File: src/msp_regs.vh
`ifndef MSP_REGS_VH
`define MSP_REGS_VH
// ---------------------------------------------------------------
// Register offsets (byte addresses on the plain register port)
// ---------------------------------------------------------------
`define MSP_ADDR_STEP_PWM      4'h0
`define MSP_ADDR_EVENT_SAMPLE  4'h1
`define MSP_ADDR_PHASE_STATE   4'h2
`define MSP_ADDR_MODE_CTRL     4'h3
`define MSP_ADDR_STATUS        4'h4
// ---------------------------------------------------------------
// Step PWM control field positions
// ---------------------------------------------------------------
`define MSP_SPC_RSVD      7
`define MSP_SPC_ZC_EDGE   6
`define MSP_SPC_HW_DEMAG  5
`define MSP_SPC_SIM_DEMAG 4
`define MSP_SPC_OCV       3
`define MSP_SPC_SEL_FIRST 2
`define MSP_SPC_SEL_MID   1
`define MSP_SPC_SEL_LAST  0
// ---------------------------------------------------------------
// Event sampling control field positions
// ---------------------------------------------------------------
`define MSP_ESC_FLAG      7
`define MSP_ESC_DIR_HZ    6
`define MSP_ESC_SIM_ZC    5
`define MSP_ESC_SIM_COMM  4
`define MSP_ESC_FAST      3
`define MSP_ESC_VR_HI     2
`define MSP_VR_EXTERNAL   3'h7
// ---------------------------------------------------------------
// Mode control field positions (loose control bits)
// ---------------------------------------------------------------
`define MSP_MC_MOE        0
`define MSP_MC_SR         1
`define MSP_MC_DAC        2
`define MSP_MC_VOC        3
`define MSP_MC_SWA        4
`define MSP_MC_CURRENT_LIMITATION_ENABLE       5
`define MSP_MC_PCN        6
`define MSP_MC_TES_LO     7
// ---------------------------------------------------------------
// Reset values
// ---------------------------------------------------------------
`define MSP_RST_BYTE      8'h00
`define MSP_RST_MODE      9'h000
`endif

File: src/msp_motor_ctrl.v
// Chosen here: the strobed register port and the address map.
`timescale 1ns/1ps
`include "msp_regs.vh"
// Behaviour
// - Edge select falling 0 rising 1, preloaded
// - Hardware demag mask preloaded at commutation
// - Simulated demag mask preloaded at commutation
// - Preloads move at commutation; direct write commutates
// - Current limit: PWM off or outputs reset
// - Over-current shutdown works in three-output voltage mode
// - Sensorless: one select bit per interval, three in all
// - Only first select bit is preloaded
// - Mode 00: top bit is overflow flag
// - Other modes: top bit is speed error flag
// - Mode 00: bit 6 selects hardware zero-cross
// - Speed mode: bit 6 reads encoder direction
// - Simulated zero-cross selects simulated event
// - Auto mode: simulated commutation select
// - Fast sampling: continuous versus end of off
// - Fast sampling forces minimum off time zero
// - Threshold code all ones picks external pin
// - Phase register resets zero, all preloaded
// - Channel bits applied at commutation or direct
// - Input select picks A, B, C or encoder
module msp_motor_ctrl (
   input  wire       clk,             // System clock, 100 MHz
   input  wire       nrst,            // Synchronous reset, active low
   input  wire [3:0] addr,            // Register address
   input  wire [7:0] wdata,           // Write data
   input  wire       wr,              // Write strobe
   input  wire       rd,              // Read strobe
   output reg  [7:0] rdata_ff,        // Read data, cycle after rd
   input  wire       hw_comm_evt,     // Hardware commutation event pulse
   input  wire       sim_comm_evt,    // Simulated commutation event pulse
   input  wire       timer_ovf_evt,   // Commutation timer overflow pulse
   input  wire       tacho_err_evt,   // Speed sensor error pulse
   input  wire       pwm_in,          // PWM waveform from generator
   input  wire       pwm_off_end,     // Pulse at end of PWM off time
   input  wire       sample_tick,     // Sampling clock enable pulse
   input  wire [3:0] min_off_time,    // Programmed minimum off time
   input  wire       position_input_a, // Position pin A, asynchronous
   input  wire       position_input_b, // Position pin B, asynchronous
   input  wire       position_input_c, // Position pin C, asynchronous
   input  wire       comp_out,        // Comparator output, asynchronous
   input  wire       current_limit_active, // Current comparator, async
   output reg  [5:0] phase_outputs_ff, // Bridge channel drives
   output reg  [1:0] comp_sel_ff,     // Comparator input A/B/C select
   output reg        encoder_mode_ff, // A and B routed to encoder
   output reg  [2:0] vref_sel_ff,     // Internal threshold code
   output reg        vref_ext_ff,     // External threshold pin selected
   output reg        zc_event_ff,     // Zero-crossing event pulse
   output reg        demag_event_ff,  // Demagnetisation event pulse
   output reg        comm_event_ff,   // Commutation event pulse
   output reg  [3:0] eff_off_time_ff, // Minimum off time in use
   output reg        irq_ff           // Over-current interrupt, high while the synced limit input is high and the limit enable bit is set
);
   // ---------------------------------------------------------------
   // Step phase states
   // ---------------------------------------------------------------
   localparam ST_C_D = 2'b00;         // Commutation to demag
   localparam ST_D_Z = 2'b01;         // Demag to zero-cross
   localparam ST_Z_C = 2'b10;         // Zero-cross to commutation

   // ---------------------------------------------------------------
   // Registers
   // ---------------------------------------------------------------
   reg  [7:0] spc_pre_ff;             // Step PWM control, written copy
   reg  [7:0] spc_act_ff;             // Active copy of preload bits
   reg  [6:0] esc_ff;                 // Event sampling control bits 6:0
   reg        flag_ff;                // Overflow / speed error flag
   reg  [7:0] pho_pre_ff;             // Phase state, written copy
   reg  [7:0] pho_act_ff;             // Phase state, active copy
   reg  [8:0] mode_ff;                // Loose mode control bits
   reg  [1:0] step_ff;                // Step interval state
   reg        dir_ff;                 // Encoder direction
   reg        a_d_ff;                 // Delayed synced A
   reg        b_d_ff;                 // Delayed synced B
   reg        cmp_d_ff;               // Delayed synced comparator
   reg        dac_wr_ff;              // Direct access write commutation
   reg  [1:0] nxt_step;               // Next step state
   reg        nxt_flag;               // Next flag value
   reg        pwm_low;                // PWM on low channels now
   reg  [5:0] drive;                  // Channel drive pattern
   wire [4:0] sync_q;                 // Synchronised pin levels
   wire       in_a, in_b, in_c, cmp_s, current_limitation_enable_s;
   wire       comm_evt;               // Commutation event this cycle
   wire       zc_det;                 // Detected zero-crossing edge
   wire       zc_evt;                 // Zero-cross event
   wire       dm_evt;                 // Demag event
   wire       zc_sample;              // Zero-cross sampling strobe
   wire       oc_shut;                // Over-current output reset
   wire       sensor_on  = mode_ff[`MSP_MC_SR];
   wire       dac_on     = mode_ff[`MSP_MC_DAC];
   wire [1:0] tes        = mode_ff[`MSP_MC_TES_LO+1:`MSP_MC_TES_LO];
   wire       speed_mode = (tes != 2'b00);
   wire       wr_spc     = wr && (addr == `MSP_ADDR_STEP_PWM);
   wire       wr_esc     = wr && (addr == `MSP_ADDR_EVENT_SAMPLE);
   wire       wr_pho     = wr && (addr == `MSP_ADDR_PHASE_STATE);

   // ---------------------------------------------------------------
   // Pin synchronisers
   // ---------------------------------------------------------------
   msp_sync #(.W(5)) u_sync (
      .clk     (clk),
      .nrst    (nrst),
      .din     ({current_limit_active, comp_out, position_input_c,
                 position_input_b, position_input_a}),
      .dout_ff (sync_q)
   );
   assign in_a   = sync_q[0];
   assign in_b   = sync_q[1];
   assign in_c   = sync_q[2];
   assign cmp_s  = sync_q[3];
   assign current_limitation_enable_s = sync_q[4];

   // ---------------------------------------------------------------
   // Event sources
   // ---------------------------------------------------------------
   // Auto mode picks simulated or hardware commutation; switched
   // mode accepts either source
   assign comm_evt = dac_wr_ff ||
      (mode_ff[`MSP_MC_SWA] ? (esc_ff[`MSP_ESC_SIM_COMM] ? sim_comm_evt
                                                         : hw_comm_evt)
                            : (hw_comm_evt | sim_comm_evt));
   // Fast mode samples every sampling tick, normal mode at end of off
   assign zc_sample = esc_ff[`MSP_ESC_FAST] ? sample_tick : pwm_off_end;
   // Edge polarity comes from the active copy only
   assign zc_det = zc_sample && (spc_act_ff[`MSP_SPC_ZC_EDGE] ?
                                 (cmp_s && !cmp_d_ff) : (!cmp_s && cmp_d_ff));
   // Simulated zero-cross replaces detection; hardware select gates it in mode 00
   assign zc_evt = esc_ff[`MSP_ESC_SIM_ZC] ? sample_tick :
                   (zc_det && (speed_mode || esc_ff[`MSP_ESC_DIR_HZ]));
   // Demag by comparator level (hardware) or sample tick (simulated)
   assign dm_evt = (spc_act_ff[`MSP_SPC_HW_DEMAG] && zc_sample && cmp_s) ||
                   (spc_act_ff[`MSP_SPC_SIM_DEMAG] && sample_tick);
   // Voltage mode only; works with three-output config too
   assign oc_shut = mode_ff[`MSP_MC_CURRENT_LIMITATION_ENABLE] && current_limitation_enable_s &&
                    spc_pre_ff[`MSP_SPC_OCV] && !mode_ff[`MSP_MC_VOC];

   // ---------------------------------------------------------------
   // Step interval sequencing
   // ---------------------------------------------------------------
   // Sensor mode skips the demag interval entirely
   always @* begin
      nxt_step = step_ff;
      case (step_ff)
         ST_C_D: begin
            if (sensor_on) begin
               if (zc_evt) nxt_step = ST_Z_C;
            end else if (dm_evt) begin
               nxt_step = ST_D_Z;
            end
         end
         ST_D_Z: begin
            if (zc_evt) nxt_step = ST_Z_C;
         end
         ST_Z_C: nxt_step = step_ff;
         default: nxt_step = ST_C_D;
      endcase
      if (comm_evt) nxt_step = ST_C_D;
   end

   // ---------------------------------------------------------------
   // PWM channel side and drive pattern
   // ---------------------------------------------------------------
   // Middle bit and second interval are live writes, not preloaded
   always @* begin
      if (dac_on) begin
         pwm_low = spc_pre_ff[`MSP_SPC_SEL_LAST];
      end else begin
         case (step_ff)
            ST_C_D:  pwm_low = spc_act_ff[`MSP_SPC_SEL_FIRST];
            ST_D_Z:  pwm_low = spc_pre_ff[`MSP_SPC_SEL_MID];
            ST_Z_C:  pwm_low = spc_pre_ff[`MSP_SPC_SEL_LAST];
            default: pwm_low = 1'b0;
         endcase
      end
      // Even channels are high side, odd are low side
      drive = pho_act_ff[5:0] & (pwm_low ? {3{pwm_in, 1'b1}}
                                         : {3{1'b1, pwm_in}});
      // Current loop effect: limit switches PWM off without reset;
      // only the steady side of the pair stays on
      if (current_limitation_enable_s && !oc_shut)
         drive = pho_act_ff[5:0] & (pwm_low ? 6'h15 : 6'h2A);
   end

   // ---------------------------------------------------------------
   // Flag: overflow in mode 00, speed error otherwise
   // ---------------------------------------------------------------
   // Hardware set wins over a software clear in the same cycle
   always @* begin
      nxt_flag = flag_ff;
      if (wr_esc && !wdata[`MSP_ESC_FLAG])
         nxt_flag = 1'b0;
      if (speed_mode ? tacho_err_evt : timer_ovf_evt)
         nxt_flag = 1'b1;
   end

   // ---------------------------------------------------------------
   // Register writes and preload transfer
   // ---------------------------------------------------------------
   always @(posedge clk) begin
      if (!nrst) begin
         spc_pre_ff <= `MSP_RST_BYTE;
         spc_act_ff <= `MSP_RST_BYTE;
         esc_ff     <= 7'h00;
         flag_ff    <= 1'b0;
         pho_pre_ff <= `MSP_RST_BYTE;
         pho_act_ff <= `MSP_RST_BYTE;
         mode_ff    <= `MSP_RST_MODE;
         step_ff    <= ST_C_D;
         dac_wr_ff  <= 1'b0;
      end else begin
         flag_ff   <= nxt_flag;
         step_ff   <= nxt_step;
         dac_wr_ff <= wr_pho && dac_on;
         if (wr_spc)
            spc_pre_ff <= {1'b0, wdata[6:0]};
         if (wr_esc) begin
            esc_ff[5:0] <= wdata[5:0];
            if (!speed_mode)
               esc_ff[`MSP_ESC_DIR_HZ] <= wdata[`MSP_ESC_DIR_HZ];
         end
         if (wr && addr == `MSP_ADDR_MODE_CTRL)
            mode_ff <= {wdata[7:0] == 8'hFF ? 1'b1 : 1'b0, wdata};
         if (wr && addr == `MSP_ADDR_STATUS)
            mode_ff[8] <= wdata[0];
         if (wr_pho)
            pho_pre_ff <= wdata;
         // Direct access loads channel bits straight through
         if (wr_pho && dac_on)
            pho_act_ff <= wdata;
         else if (comm_evt)
            pho_act_ff <= pho_pre_ff;
         if (comm_evt)
            spc_act_ff <= spc_pre_ff;
         // Over-current in voltage mode drops the master enable
         if (oc_shut)
            mode_ff[`MSP_MC_MOE] <= 1'b0;
      end
   end

   // ---------------------------------------------------------------
   // Encoder direction from quadrature phase
   // ---------------------------------------------------------------
   // On an A edge, B differing from the new A level means A leads
   always @(posedge clk) begin
      if (!nrst) begin
         a_d_ff   <= 1'b0;
         b_d_ff   <= 1'b0;
         cmp_d_ff <= 1'b0;
         dir_ff   <= 1'b0;
      end else begin
         a_d_ff   <= in_a;
         b_d_ff   <= in_b;
         cmp_d_ff <= cmp_s;
         if (in_a != a_d_ff)
            dir_ff <= (in_a != in_b);
      end
   end

   // ---------------------------------------------------------------
   // Outputs
   // ---------------------------------------------------------------
   always @(posedge clk) begin
      if (!nrst) begin
         phase_outputs_ff <= 6'h00;
         comp_sel_ff      <= 2'b00;
         encoder_mode_ff  <= 1'b0;
         vref_sel_ff      <= 3'h0;
         vref_ext_ff      <= 1'b0;
         zc_event_ff      <= 1'b0;
         demag_event_ff   <= 1'b0;
         comm_event_ff    <= 1'b0;
         eff_off_time_ff  <= 4'h0;
         irq_ff           <= 1'b0;
         rdata_ff         <= 8'h00;
      end else begin
         // Master enable low holds the bridge in its reset state
         phase_outputs_ff <= (mode_ff[`MSP_MC_MOE] && !oc_shut) ? drive : 6'h00;
         comp_sel_ff      <= pho_act_ff[7:6];
         encoder_mode_ff  <= (pho_act_ff[7:6] == 2'b11);
         vref_sel_ff      <= esc_ff[`MSP_ESC_VR_HI:0];
         vref_ext_ff      <= (esc_ff[`MSP_ESC_VR_HI:0] == `MSP_VR_EXTERNAL);
         zc_event_ff      <= zc_evt;
         demag_event_ff   <= dm_evt;
         comm_event_ff    <= comm_evt;
         eff_off_time_ff  <= esc_ff[`MSP_ESC_FAST] ? 4'h0 : min_off_time;
         irq_ff           <= mode_ff[`MSP_MC_CURRENT_LIMITATION_ENABLE] && current_limitation_enable_s;
         // Read mux; unmapped addresses read zero
         rdata_ff <= 8'h00;
         if (rd) begin
            case (addr)
               `MSP_ADDR_STEP_PWM:     rdata_ff <= spc_pre_ff;
               `MSP_ADDR_EVENT_SAMPLE: rdata_ff <= {flag_ff,
                  speed_mode ? dir_ff : esc_ff[`MSP_ESC_DIR_HZ],
                  esc_ff[5:0]};
               `MSP_ADDR_PHASE_STATE:  rdata_ff <= pho_pre_ff;
               `MSP_ADDR_MODE_CTRL:    rdata_ff <= mode_ff[7:0];
               `MSP_ADDR_STATUS:       rdata_ff <= {3'h0, in_c, in_b, in_a,
                                                    step_ff};
               default:                rdata_ff <= 8'h00;
            endcase
         end
      end
   end
endmodule

File: src/msp_sync.v
`timescale 1ns/1ps
// ---------------------------------------------------------------
// Two flip-flop synchroniser for a bus of asynchronous levels
// ---------------------------------------------------------------
module msp_sync #(
   parameter W = 1                // Width of the bus
) (
   input  wire         clk,       // System clock
   input  wire         nrst,      // Synchronous reset, active low
   input  wire [W-1:0] din,       // Asynchronous levels
   output reg  [W-1:0] dout_ff    // Synchronised levels
);
   reg [W-1:0] meta_ff;           // First stage, read only by second stage

   // Both stages clear on reset
   always @(posedge clk) begin
      if (!nrst) begin
         meta_ff <= {W{1'b0}};
         dout_ff <= {W{1'b0}};
      end else begin
         meta_ff <= din;
         dout_ff <= meta_ff;
      end
   end
endmodule

File: config.mk
export PLATFORM = sky130hd
export DESIGN_NAME = msp_motor_ctrl
export DESIGN_NICKNAME = d
export VERILOG_FILES = /design/src/msp_motor_ctrl.v /design/src/msp_sync.v
export VERILOG_INCLUDE_DIRS = /design/src
export SDC_FILE = /design/constraint.sdc
export NUM_CORES = 1
export LEC_CHECK = 0
export BUFFER_PORTS_ARGS = -buffer_cell sky130_fd_sc_hd__buf_4
export CORE_MARGIN = 3
export CORE_UTILIZATION = 55
export DETAILED_ROUTE_END_ITERATION = 10
export PLACE_DENSITY = 0.82
export SLEW_MARGIN = 20
export SYNTH_ARGS = -nofsm -noshare
export SYNTH_HDL_FRONTEND = slang
export SYNTH_SLANG_ARGS = --single-unit
File: constraint.sdc
create_clock -name clk -period 1.9 [get_ports clk]
set_clock_uncertainty 0.1 [all_clocks]
set_input_delay 0.19 -clock clk [delete_from_list [all_inputs] [get_ports clk]]
set_output_delay 0.19 -clock clk [all_outputs]
set_load 0.01 [all_outputs]
* Word-level counts from Yosys, hierarchy flattened *
Cells that the tools add are included.

cells by class
  equal/unequal tests = 12
  multiplexer cells = 24
  bitwise logic cells = 6
  reduce and logical (&&, ||, !) cells = 40

operators by type and width
  operator                                              count
  one-hot mux 8 bit (5 select lines)                    1
  logical AND 1 bit                                     19
  2-to-1 mux 6 bit                                      3
  2-to-1 mux 8 bit                                      2
  bitwise AND 6 bit                                     2
  2-to-1 mux 1 bit                                      12
  2-to-1 mux 9 bit                                      1
  equality test 4 x 2 -> 1 bit (second input constant)  2
  equality test 8 bit (second input constant)           1
  AND reduction 2 bit                                   4
  nonzero test 2 bit                                    4
  2-to-1 mux 2 bit                                      3
  one-hot mux 2 bit (3 select lines)                    1
  OR reduction 2 bit                                    3
  zero test 1 bit                                       5
  equality test 2 bit (second input constant)           2
  equality test 4 x 1 -> 1 bit (second input constant)  1
  equality test 4 x 3 -> 1 bit (second input constant)  1
  zero test 4 bit                                       1
  equality test 3 bit (second input constant)           1
  logical OR 1 bit                                      3
  != test 3 bit (second input constant)                 1
  NOT 1 bit                                             3
  one-hot mux 1 bit (3 select lines)                    1
  other kinds (4)                                       5

word-level totals
  register bits after elaboration = 92
  bits of input ports = 32
  output and inout bits = 29
  word-level logic and storage cells = 110

* Longest topological paths before layout *
Gate-level depths: netlist (run 1).

  depth in word-level cells = 9
  mapped depth = 6
  mapped depth without buffers = 4

* By module *
Synthesis (run 1) repeated with hierarchy kept, for this count alone.

second synthesis, totals
  cells, all modules = 348
  area, all modules = 3502.1 um^2

by module, submodules not included
  module          instances  cells an instance  area an instance (um^2)  sequential area each (um^2)
  msp_motor_ctrl  1          328                3239.4                   1581.5
  msp_sync        1          20                 262.8                    200.2

* Worst setup path after synthesis (run 1) *
OpenSTA, ideal clock, no wires.

  path kind = register to register
  from = register mode_ff[8]
  to = register rdata_ff[6]
  setup time = 0.116 ns
  arrival time = 1.429 ns
  data required time = 1.684 ns
  path slack = 0.255 ns
  cell stages (with the launch flop) = 5
  path buffers = 0
  period minus slack after synthesis = 1.645 ns
  cell sequence = dfxtp_1 > nor2_1 > mux2_1 > mux4_2 > and4_1

on the way
  longest elaborated chain between the ends = 3

RTL lines
  item                                RTL line              RTL
  from (decl)                         msp_motor_ctrl.v:73   reg [8:0] mode_ff;
  from (signal assigned)              msp_motor_ctrl.v:210  mode_ff <= `MSP_RST_MODE;
  from (signal assigned)              msp_motor_ctrl.v:225  mode_ff <= {wdata[7:0] == 8'hFF ? 1'b1 : 1'b0, wdata};
  from (signal assigned)              msp_motor_ctrl.v:227  mode_ff[8] <= wdata[0];
  nonzero test 2 bit                  msp_motor_ctrl.v:95   wire speed_mode = (tes != 2'b00);
  2-to-1 mux 1 bit                    msp_motor_ctrl.v:296  speed_mode ? dir_ff : esc_ff[`MSP_ESC_DIR_HZ],
  one-hot mux 8 bit (5 select lines)  msp_motor_ctrl.v:293  case (addr)
  to (signal assigned)                msp_motor_ctrl.v:294  `MSP_ADDR_STEP_PWM: rdata_ff <= spc_pre_ff;
  to (signal assigned)                msp_motor_ctrl.v:295  `MSP_ADDR_EVENT_SAMPLE: rdata_ff <= {flag_ff,
  to (signal assigned)                msp_motor_ctrl.v:298  `MSP_ADDR_PHASE_STATE: rdata_ff <= pho_pre_ff;
  to (decl)                           msp_motor_ctrl.v:32   output reg [7:0] rdata_ff,

No other way between the ends.
A chain may end at the register's enable or synchronous reset.

* Worst setup path after layout (run 1) *
  from = register esc_ff[4]
  to = register pho_act_ff[3]

on the way
  longest elaborated chain between the ends = 4

RTL lines
  item                               RTL line              RTL
  from (decl)                        msp_motor_ctrl.v:69   reg [6:0] esc_ff;
  from (signal assigned)             msp_motor_ctrl.v:220  esc_ff[5:0] <= wdata[5:0];
  from (signal, indexed assignment)  msp_motor_ctrl.v:222  esc_ff[`MSP_ESC_DIR_HZ] <= wdata[`MSP_ESC_DIR_HZ];
  2-to-1 mux 1 bit (2 in a row)      msp_motor_ctrl.v:122  (mode_ff[`MSP_MC_SWA] ? (esc_ff[`MSP_ESC_SIM_COMM] ? sim_comm_evt
  logical OR 1 bit                   msp_motor_ctrl.v:121  assign comm_evt = dac_wr_ff ||
  nonzero test 2 bit (no line)       n/a
  to (signal assigned)               msp_motor_ctrl.v:209  pho_act_ff <= `MSP_RST_BYTE;
  to (signal assigned)               msp_motor_ctrl.v:232  pho_act_ff <= wdata;
  to (signal assigned)               msp_motor_ctrl.v:234  pho_act_ff <= pho_pre_ff;
  to (decl)                          msp_motor_ctrl.v:72   reg [7:0] pho_act_ff;

No other way between the ends.

==> reports/results.txt, run 1 <==
I/O Pins = 61
status = finished clean
H-tree depth = 3
GRT overflow = 0
Post-CTS Setup Bufs = 0
Logic pwr share = 7.8%
Die X = 85.6 um
Mapped Area = 0.00348 sq mm
delay-heaviest family, CP = compound AO/OA/AOI/OAI gates
Final #Nets = 452
Fmax = 0.581 GHz
Primary FF master, synth = dfxtp_1
Slew headroom = 52.5%
Tightest Hold Check Type = input pin to register
CTS Buf Count = 9
vias per inst = 5.88
cell chain of the critical path = mux2i_1, a31oi_4, mux2i_1, a211oi_2
FP Rows = 28
Routed Antenna Nets = 0
Crit path required time = 2.08 ns
# setup viols final = 0
Setup TNS = 0 ns
Gate Count Post-Synth = 350
maximum buffer depth of the clock tree = 2
Sink Count = 89
core area = 0.00603 sq mm
DR DRC count = 0
Setup crit start kind = register
Buf+Inv Stages, Crit Path = 0
Worst-Margin Slew = 0.713 ns
CP Class = register to register
WL per Instance = 17.6 um
share of cells above drive strength 1 = 23.3%
synth unique cells = 51
initial core utilization = 57.8%
syn_nets = 382
GR Util All Layers = 25.6%
Max Cap Viol = 0
final-layout fill cell count = 471
maximum fanout along the worst path = 14
n_diodes = 0
VDD IR-drop max = 0.000505 V
CTS clk-pin slew, worst paths = 0.09 ns
initial antenna violation count = 0
vias in the first global route = 2784
DRT iter0 DRCs = 337
multi-input logic area = 0.00157 sq mm
post-cts sizing count = 0
cell-internal power = 0.00263 W
Seq pwr share = 55.0%
clk_lat worst skew = 0.36 ns
GPL Wtd Cong = 0.969
Avg Cell Area, Syn = 9.95 sq um
Ys Warns = 0
clock power share = 37.2%
most frequent cells in the layout = dfxtp_1 (89), buf_4 (67), nor2_1 (36)
layout overhead on the synthesized area = 23.6%
register area = 0.00178 sq mm
TritonCTS clock tree = yes
Layout Utilization = 71.4%
final hold slack = 0.0143 ns
critical path capture point type = register
slowest stage delay, CP = 0.62 ns
Die Span Y = 85.6 um
wirelength, routed = 8800 um
Post-synth EDFFs = 0
Final WS setup = 0.179 ns
Root Driver = clkbuf_8
Tot Pwr = 0.00348 W
critical path arrival = 1.90 ns
PwrDens = 808 mW/mm^2
DIE AREA = 0.00732 sq mm
synthesized flop and latch total = 89
commonest non-fill, non-tap cell in the layout = dfxtp_1
pin count of the biggest net entering global routing = 43
most frequent CP cell = mux2i_1
sequential-to-total area share from yosys stat = 51.2%
Vias = 2939
Slew Viols, Final = 0
post-place setup slack = 0.215 ns
Sw Share = 24.5%
Final Cycle Share = 90.6%
first-pass GRT wire length = 14400 um
DR pass1 iterations = 6
sw power = 0.000852 W
Leakage = 1.82 nW
Final Hold Viols = 0
min Tclk post-route = 1.72 ns
ys async rst share = 0%
setup repair after global routing missed its margin = no
post-DP HPWL = 6090 um
critical path's slowest cell = a31oi_4
PortBufs = 60
-- logic make-up after synthesis --
kind of cell / share of synthesized area, %
DFF: 51.2
and+or+nand+nor: 20.4
muxes: 10.8
AOI/OAI and AO/OA: 13.9
buffers and inverters: 3.67
-- power groups by stage --
stage / clock, W / combinational [W] / sequential, W
after global placement: 0 / 0.000246 / 0.00196
final: 0.00129 / 0.000270 / 0.00191
after global routing: 0.00138 / 0.000292 / 0.00192
after detailed placement: 0 / 0.000249 / 0.00196
after CTS: 0.00130 / 0.000265 / 0.00191
after floorplan: 0 / 0.000131 / 0.00195
-- what timing repair did --
action	in CTS	in global routing
hold buffers	9	1
endpoints found under the setup margin	0	0
hold endpoints to repair	9	1
-- per-stage QoR --
stage               instance area [sq um]  cells
floorplan                            3480    350
global placement                     4010    474
detailed placement                   4010    474
CTS                                  4300    499
global route                         4310    500
finish                               4310    500
-- synth_stat cells, types with 2 or more instances --
cell type   n  area, sq um
a211oi_1    4         30.0
a211oi_2    4         50.1
a21oi_1    24          120
a222oi_1    5         50.1
a22o_1      5         43.8
and2_1     25          156
and3_1      3         18.8
and3b_1     3         26.3
and4_1      2         17.5
buf_2       8         40.0
buf_4       2         15.0
clkbuf_1    9         33.8
dfxtp_1    89         1780
inv_1       5         18.8
mux2_1      5         56.3
mux2_2      3         33.8
mux2i_1    24          240
mux4_2      2         45.0
nand2_1    30          113
nand3_1    18         90.1
nor2_1     36          135
nor3b_1     4         30.0
o211ai_1    3         22.5
o21ai_0     9         45.0
or3_1       2         12.5
-- per-layer routing --
| layer | global-route usage, % | part of all wire (%) |
|---|---|---|
| met3 | 5.38 | 8.3 |
| met5 | 0 | 0 |
| met2 | 39.5 | 47 |
| met4 | 9.35 | 1.9 |
| met1 | 35.6 | 43 |
-- state kept, by name, summed over array words and instances, names as in the netlist, 2 cells and up --
register / flops
mode_ff: 9
pho_act_ff: 8
pho_pre_ff: 8
rdata_ff: 8
esc_ff: 7
spc_pre_ff: 7
phase_outputs_ff: 6
u_sync.dout_ff: 5
u_sync.meta_ff: 5
eff_off_time_ff: 4
spc_act_ff: 4
vref_sel_ff: 3
comp_sel_ff: 2
step_ff: 2
-- layout make-up --
| cell class | instances | area share (%) |
|---|---|---|
| sequential | 89 | 41.4 |
| multi-input combinational | 236 | 36.5 |
| timing repair buffer | 79 | 14.9 |
| clock buffer | 9 | 2.88 |
| tap | 75 | 2.18 |
| clock inverter | 7 | 1.66 |
| inverter | 5 | 0.436 |
-- worst paths after layout --
check	start	endpoint	slack [ns]	cells after the start
max	esc_ff[4]	pho_act_ff[3]	0.18	4
min	wdata[1]	esc_ff[1]	0.01	3
max reg2reg	esc_ff[4]	pho_act_ff[3]	0.18	4
min reg2reg	u_sync.meta_ff[1]	u_sync.dout_ff[1]	0.34	1
-- worst register-to-register path, delay by kind of cell, from the launching register on --
family	cells	cell delay [ns]
flops	1	0.34
mux	2	0.34
compound gates	2	0.86
Note: power is estimated with default switching activity, not from simulation.
==> run 2, diff against run 1 <==
--- a/config.mk
+++ b/config.mk
@@ -14,4 +14,5 @@
 export SLEW_MARGIN = 20
 export SYNTH_ARGS = -nofsm -noshare
 export SYNTH_HDL_FRONTEND = slang
+export SYNTH_HIERARCHICAL = 1
 export SYNTH_SLANG_ARGS = --single-unit
==> reports/results.txt, run 2 <==
Worst-Margin Slew = 0.526 ns
DR DRC count = 0
slowest stage delay, CP = 0.44 ns
critical path capture point type = register
R2R setup slack = 0.14 ns
min Tclk post-route = 1.76 ns
Tot Pwr = 0.00358 W
DIE AREA = 0.00736 sq mm
setup repair after global routing missed its margin = no
sequential-to-total area share from yosys stat = 50.9%
VDD IR-drop max = 0.000734 V
wirelength, routed = 8760 um
post-DP HPWL = 6160 um
commonest non-fill, non-tap cell in the layout = dfxtp_1
Gate Count Post-Synth = 348
Sw Share = 21.9%
cell-internal power = 0.00280 W
Setup crit start kind = register
DR pass1 iterations = 5
Tightest Hold Check Type = input pin to register
n_diodes = 0
initial antenna violation count = 0
synthesized flop and latch total = 89
Mapped Area = 0.00350 sq mm
Root Driver = clkbuf_8
Largest Register = mode_ff
initial core utilization = 58.1%
Largest register FFs = 9
Final Cycle Share = 92.4%
Vias = 2811
# setup viols final = 0
Seq pwr share = 53.4%
Final Hold Viols = 0
Layout Utilization = 71.9%
sw power = 0.000784 W
Setup TNS = 0 ns
GR Util All Layers = 25.3%
Final #Nets = 451
post-place setup slack = 0.162 ns
largest area contributor in the netlist = dfxtp_1
Ys Warns = 6
Slew headroom = 64.9%
Post-Layout Cell Count = 498
Post-synth EDFFs = 0
I/O Pins = 61
H-tree depth = 3
clock power share = 38.9%
ys async rst share = 0%
Die X = 85.8 um
Logic pwr share = 7.7%
vias in the first global route = 2852
TritonCTS clock tree = yes
Max Cap Viol = 0
share of cells above drive strength 1 = 23.4%
maximum fanout along the worst path = 4
Final WS setup = 0.144 ns
Primary FF master, synth = dfxtp_1
maximum buffer depth of the clock tree = 2
synth unique cells = 50
core area = 0.00603 sq mm
WL per Instance = 17.6 um
Yosys top cell area share = 50.9%
GPL Wtd Cong = 0.878
CTS Buf Count = 9
Die Span Y = 85.8 um
first-pass GRT wire length = 14300 um
layout overhead on the synthesized area = 23.8%
status = finished clean
GRT overflow = 0
Slew Viols, Final = 0
PortBufs = 60
DRT iter0 DRCs = 262
Routed Antenna Nets = 0
PwrDens = 826 mW/mm^2
placed cell count = 473
Synth area leaders = dfxtp_1 (51%), mux2i_1 (8.6%), nor2_1 (4.7%)
most frequent cells in the layout = dfxtp_1 (89), buf_4 (67), nor2_1 (44)
syn_nets = 380
synth cell count leaders = dfxtp_1 (89), nor2_1 (44), mux2i_1 (30), nand2_1 (24), and2_1 (23)
Post-CTS Setup Bufs = 0
vias per inst = 5.64
top-count cell post-synth = dfxtp_1
critical path's slowest cell = or3b_2
CP Class = register to register
Leakage = 1.77 nW
Sink Count = 89
pin count of the biggest net entering global routing = 22
critical path arrival = 1.91 ns
Fmax = 0.569 GHz
FP Rows = 28
Avg Cell Area, Syn = 10.1 sq um
CTS clk-pin slew, worst paths = 0.08 ns
Crit path required time = 2.06 ns
clk_lat worst skew = 0.36 ns
cell chain of the critical path = or3b_2, a211oi_1, nor3_1, o2111a_1
==> run 2: cell count changes in the layout (fill, tap and decap cells not counted), sizes merged, moves of 3 or more <==
| cell | previous run | this run |
|---|---|---|
| a21oi | 24 | 19 |
| clkbuf | 9 | 12 |
| clkinvlp | 3 | 0 |
| mux2i | 24 | 30 |
| nand2 | 30 | 24 |
| nor2 | 36 | 44 |
| nor3b | 5 | 8 |
| o21ai | 10 | 5 |
==> run 2: cell type report <==
type                    count  area (sq um)
flip-flops and latches     89          1780
fillers                   469          1690
multi-input cells         234          1580
repair buffers             79           643
clock buffers              12           145
well taps                  75          93.8
clock inverters             3          65.1
inverters                   6          22.5
==> run 2: final timing paths <==
path / to / cells past startpoint / start
max reg2reg: step_ff[0] / 4 / u_sync/dout_ff[3]
min reg2reg: u_sync/dout_ff[3] / 1 / u_sync/meta_ff[3]
min: esc_ff[6] / 3 / wdata[6]
max: step_ff[0] / 4 / u_sync/dout_ff[3]
==> run 2: repair_timing <==
item                                   CTS  global route
hold buffers                            10             0
endpoints found under the hold margin   10             0
gates resized for setup                  0             0
==> run 2: logic make-up after synthesis <==
group | after synthesis | share of synthesized area (%)
AO/OA/AOI/OAI | 56 | 12.1
buffers and inverters | 25 | 3.93
flip-flops | 89 | 50.9
multiplexers | 40 | 12.5
AND/OR/NAND/NOR | 138 | 20.5
==> run 2: layer usage <==
| metal | up-vias | track usage (%) | share of wire, % |
|---|---|---|---|
| li1 | 1373 | - | - |
| met1 | 1288 | 31.7 | 44 |
| met2 | 132 | 42.7 | 47 |
| met3 | 18 | 4.71 | 6.8 |
| met4 | 0 | 10.8 | 2.1 |
| met5 | - | 0 | 0 |
==> run 2: power groups by stage <==
stage | Sequential (W) | Clock, W | Combinational, W
finish | 0.00191 | 0.00139 | 0.000275
global route | 0.00192 | 0.00147 | 0.000298
CTS | 0.00191 | 0.00141 | 0.000272
detailed placement | 0.00196 | 0 | 0.000254
global placement | 0.00196 | 0 | 0.000250
floorplan | 0.00195 | 0 | 0.000134
==> run 2: worst max-delay path: cells and delay by family, from the launching register on <==
family	cells	cell delay, ns
and+or+nand+nor	2	0.55
AOI/OAI and AO/OA	2	0.66
DFF	1	0.34
==> run 2: metrics by stage <==
step	hold slack [ns]	instance area, sq um
floorplan	0.212	3500
global placement	0.296	4020
detailed placement	0.302	4020
CTS	0.0240	4330
global route	0.0394	4330
finish	0.0339	4330
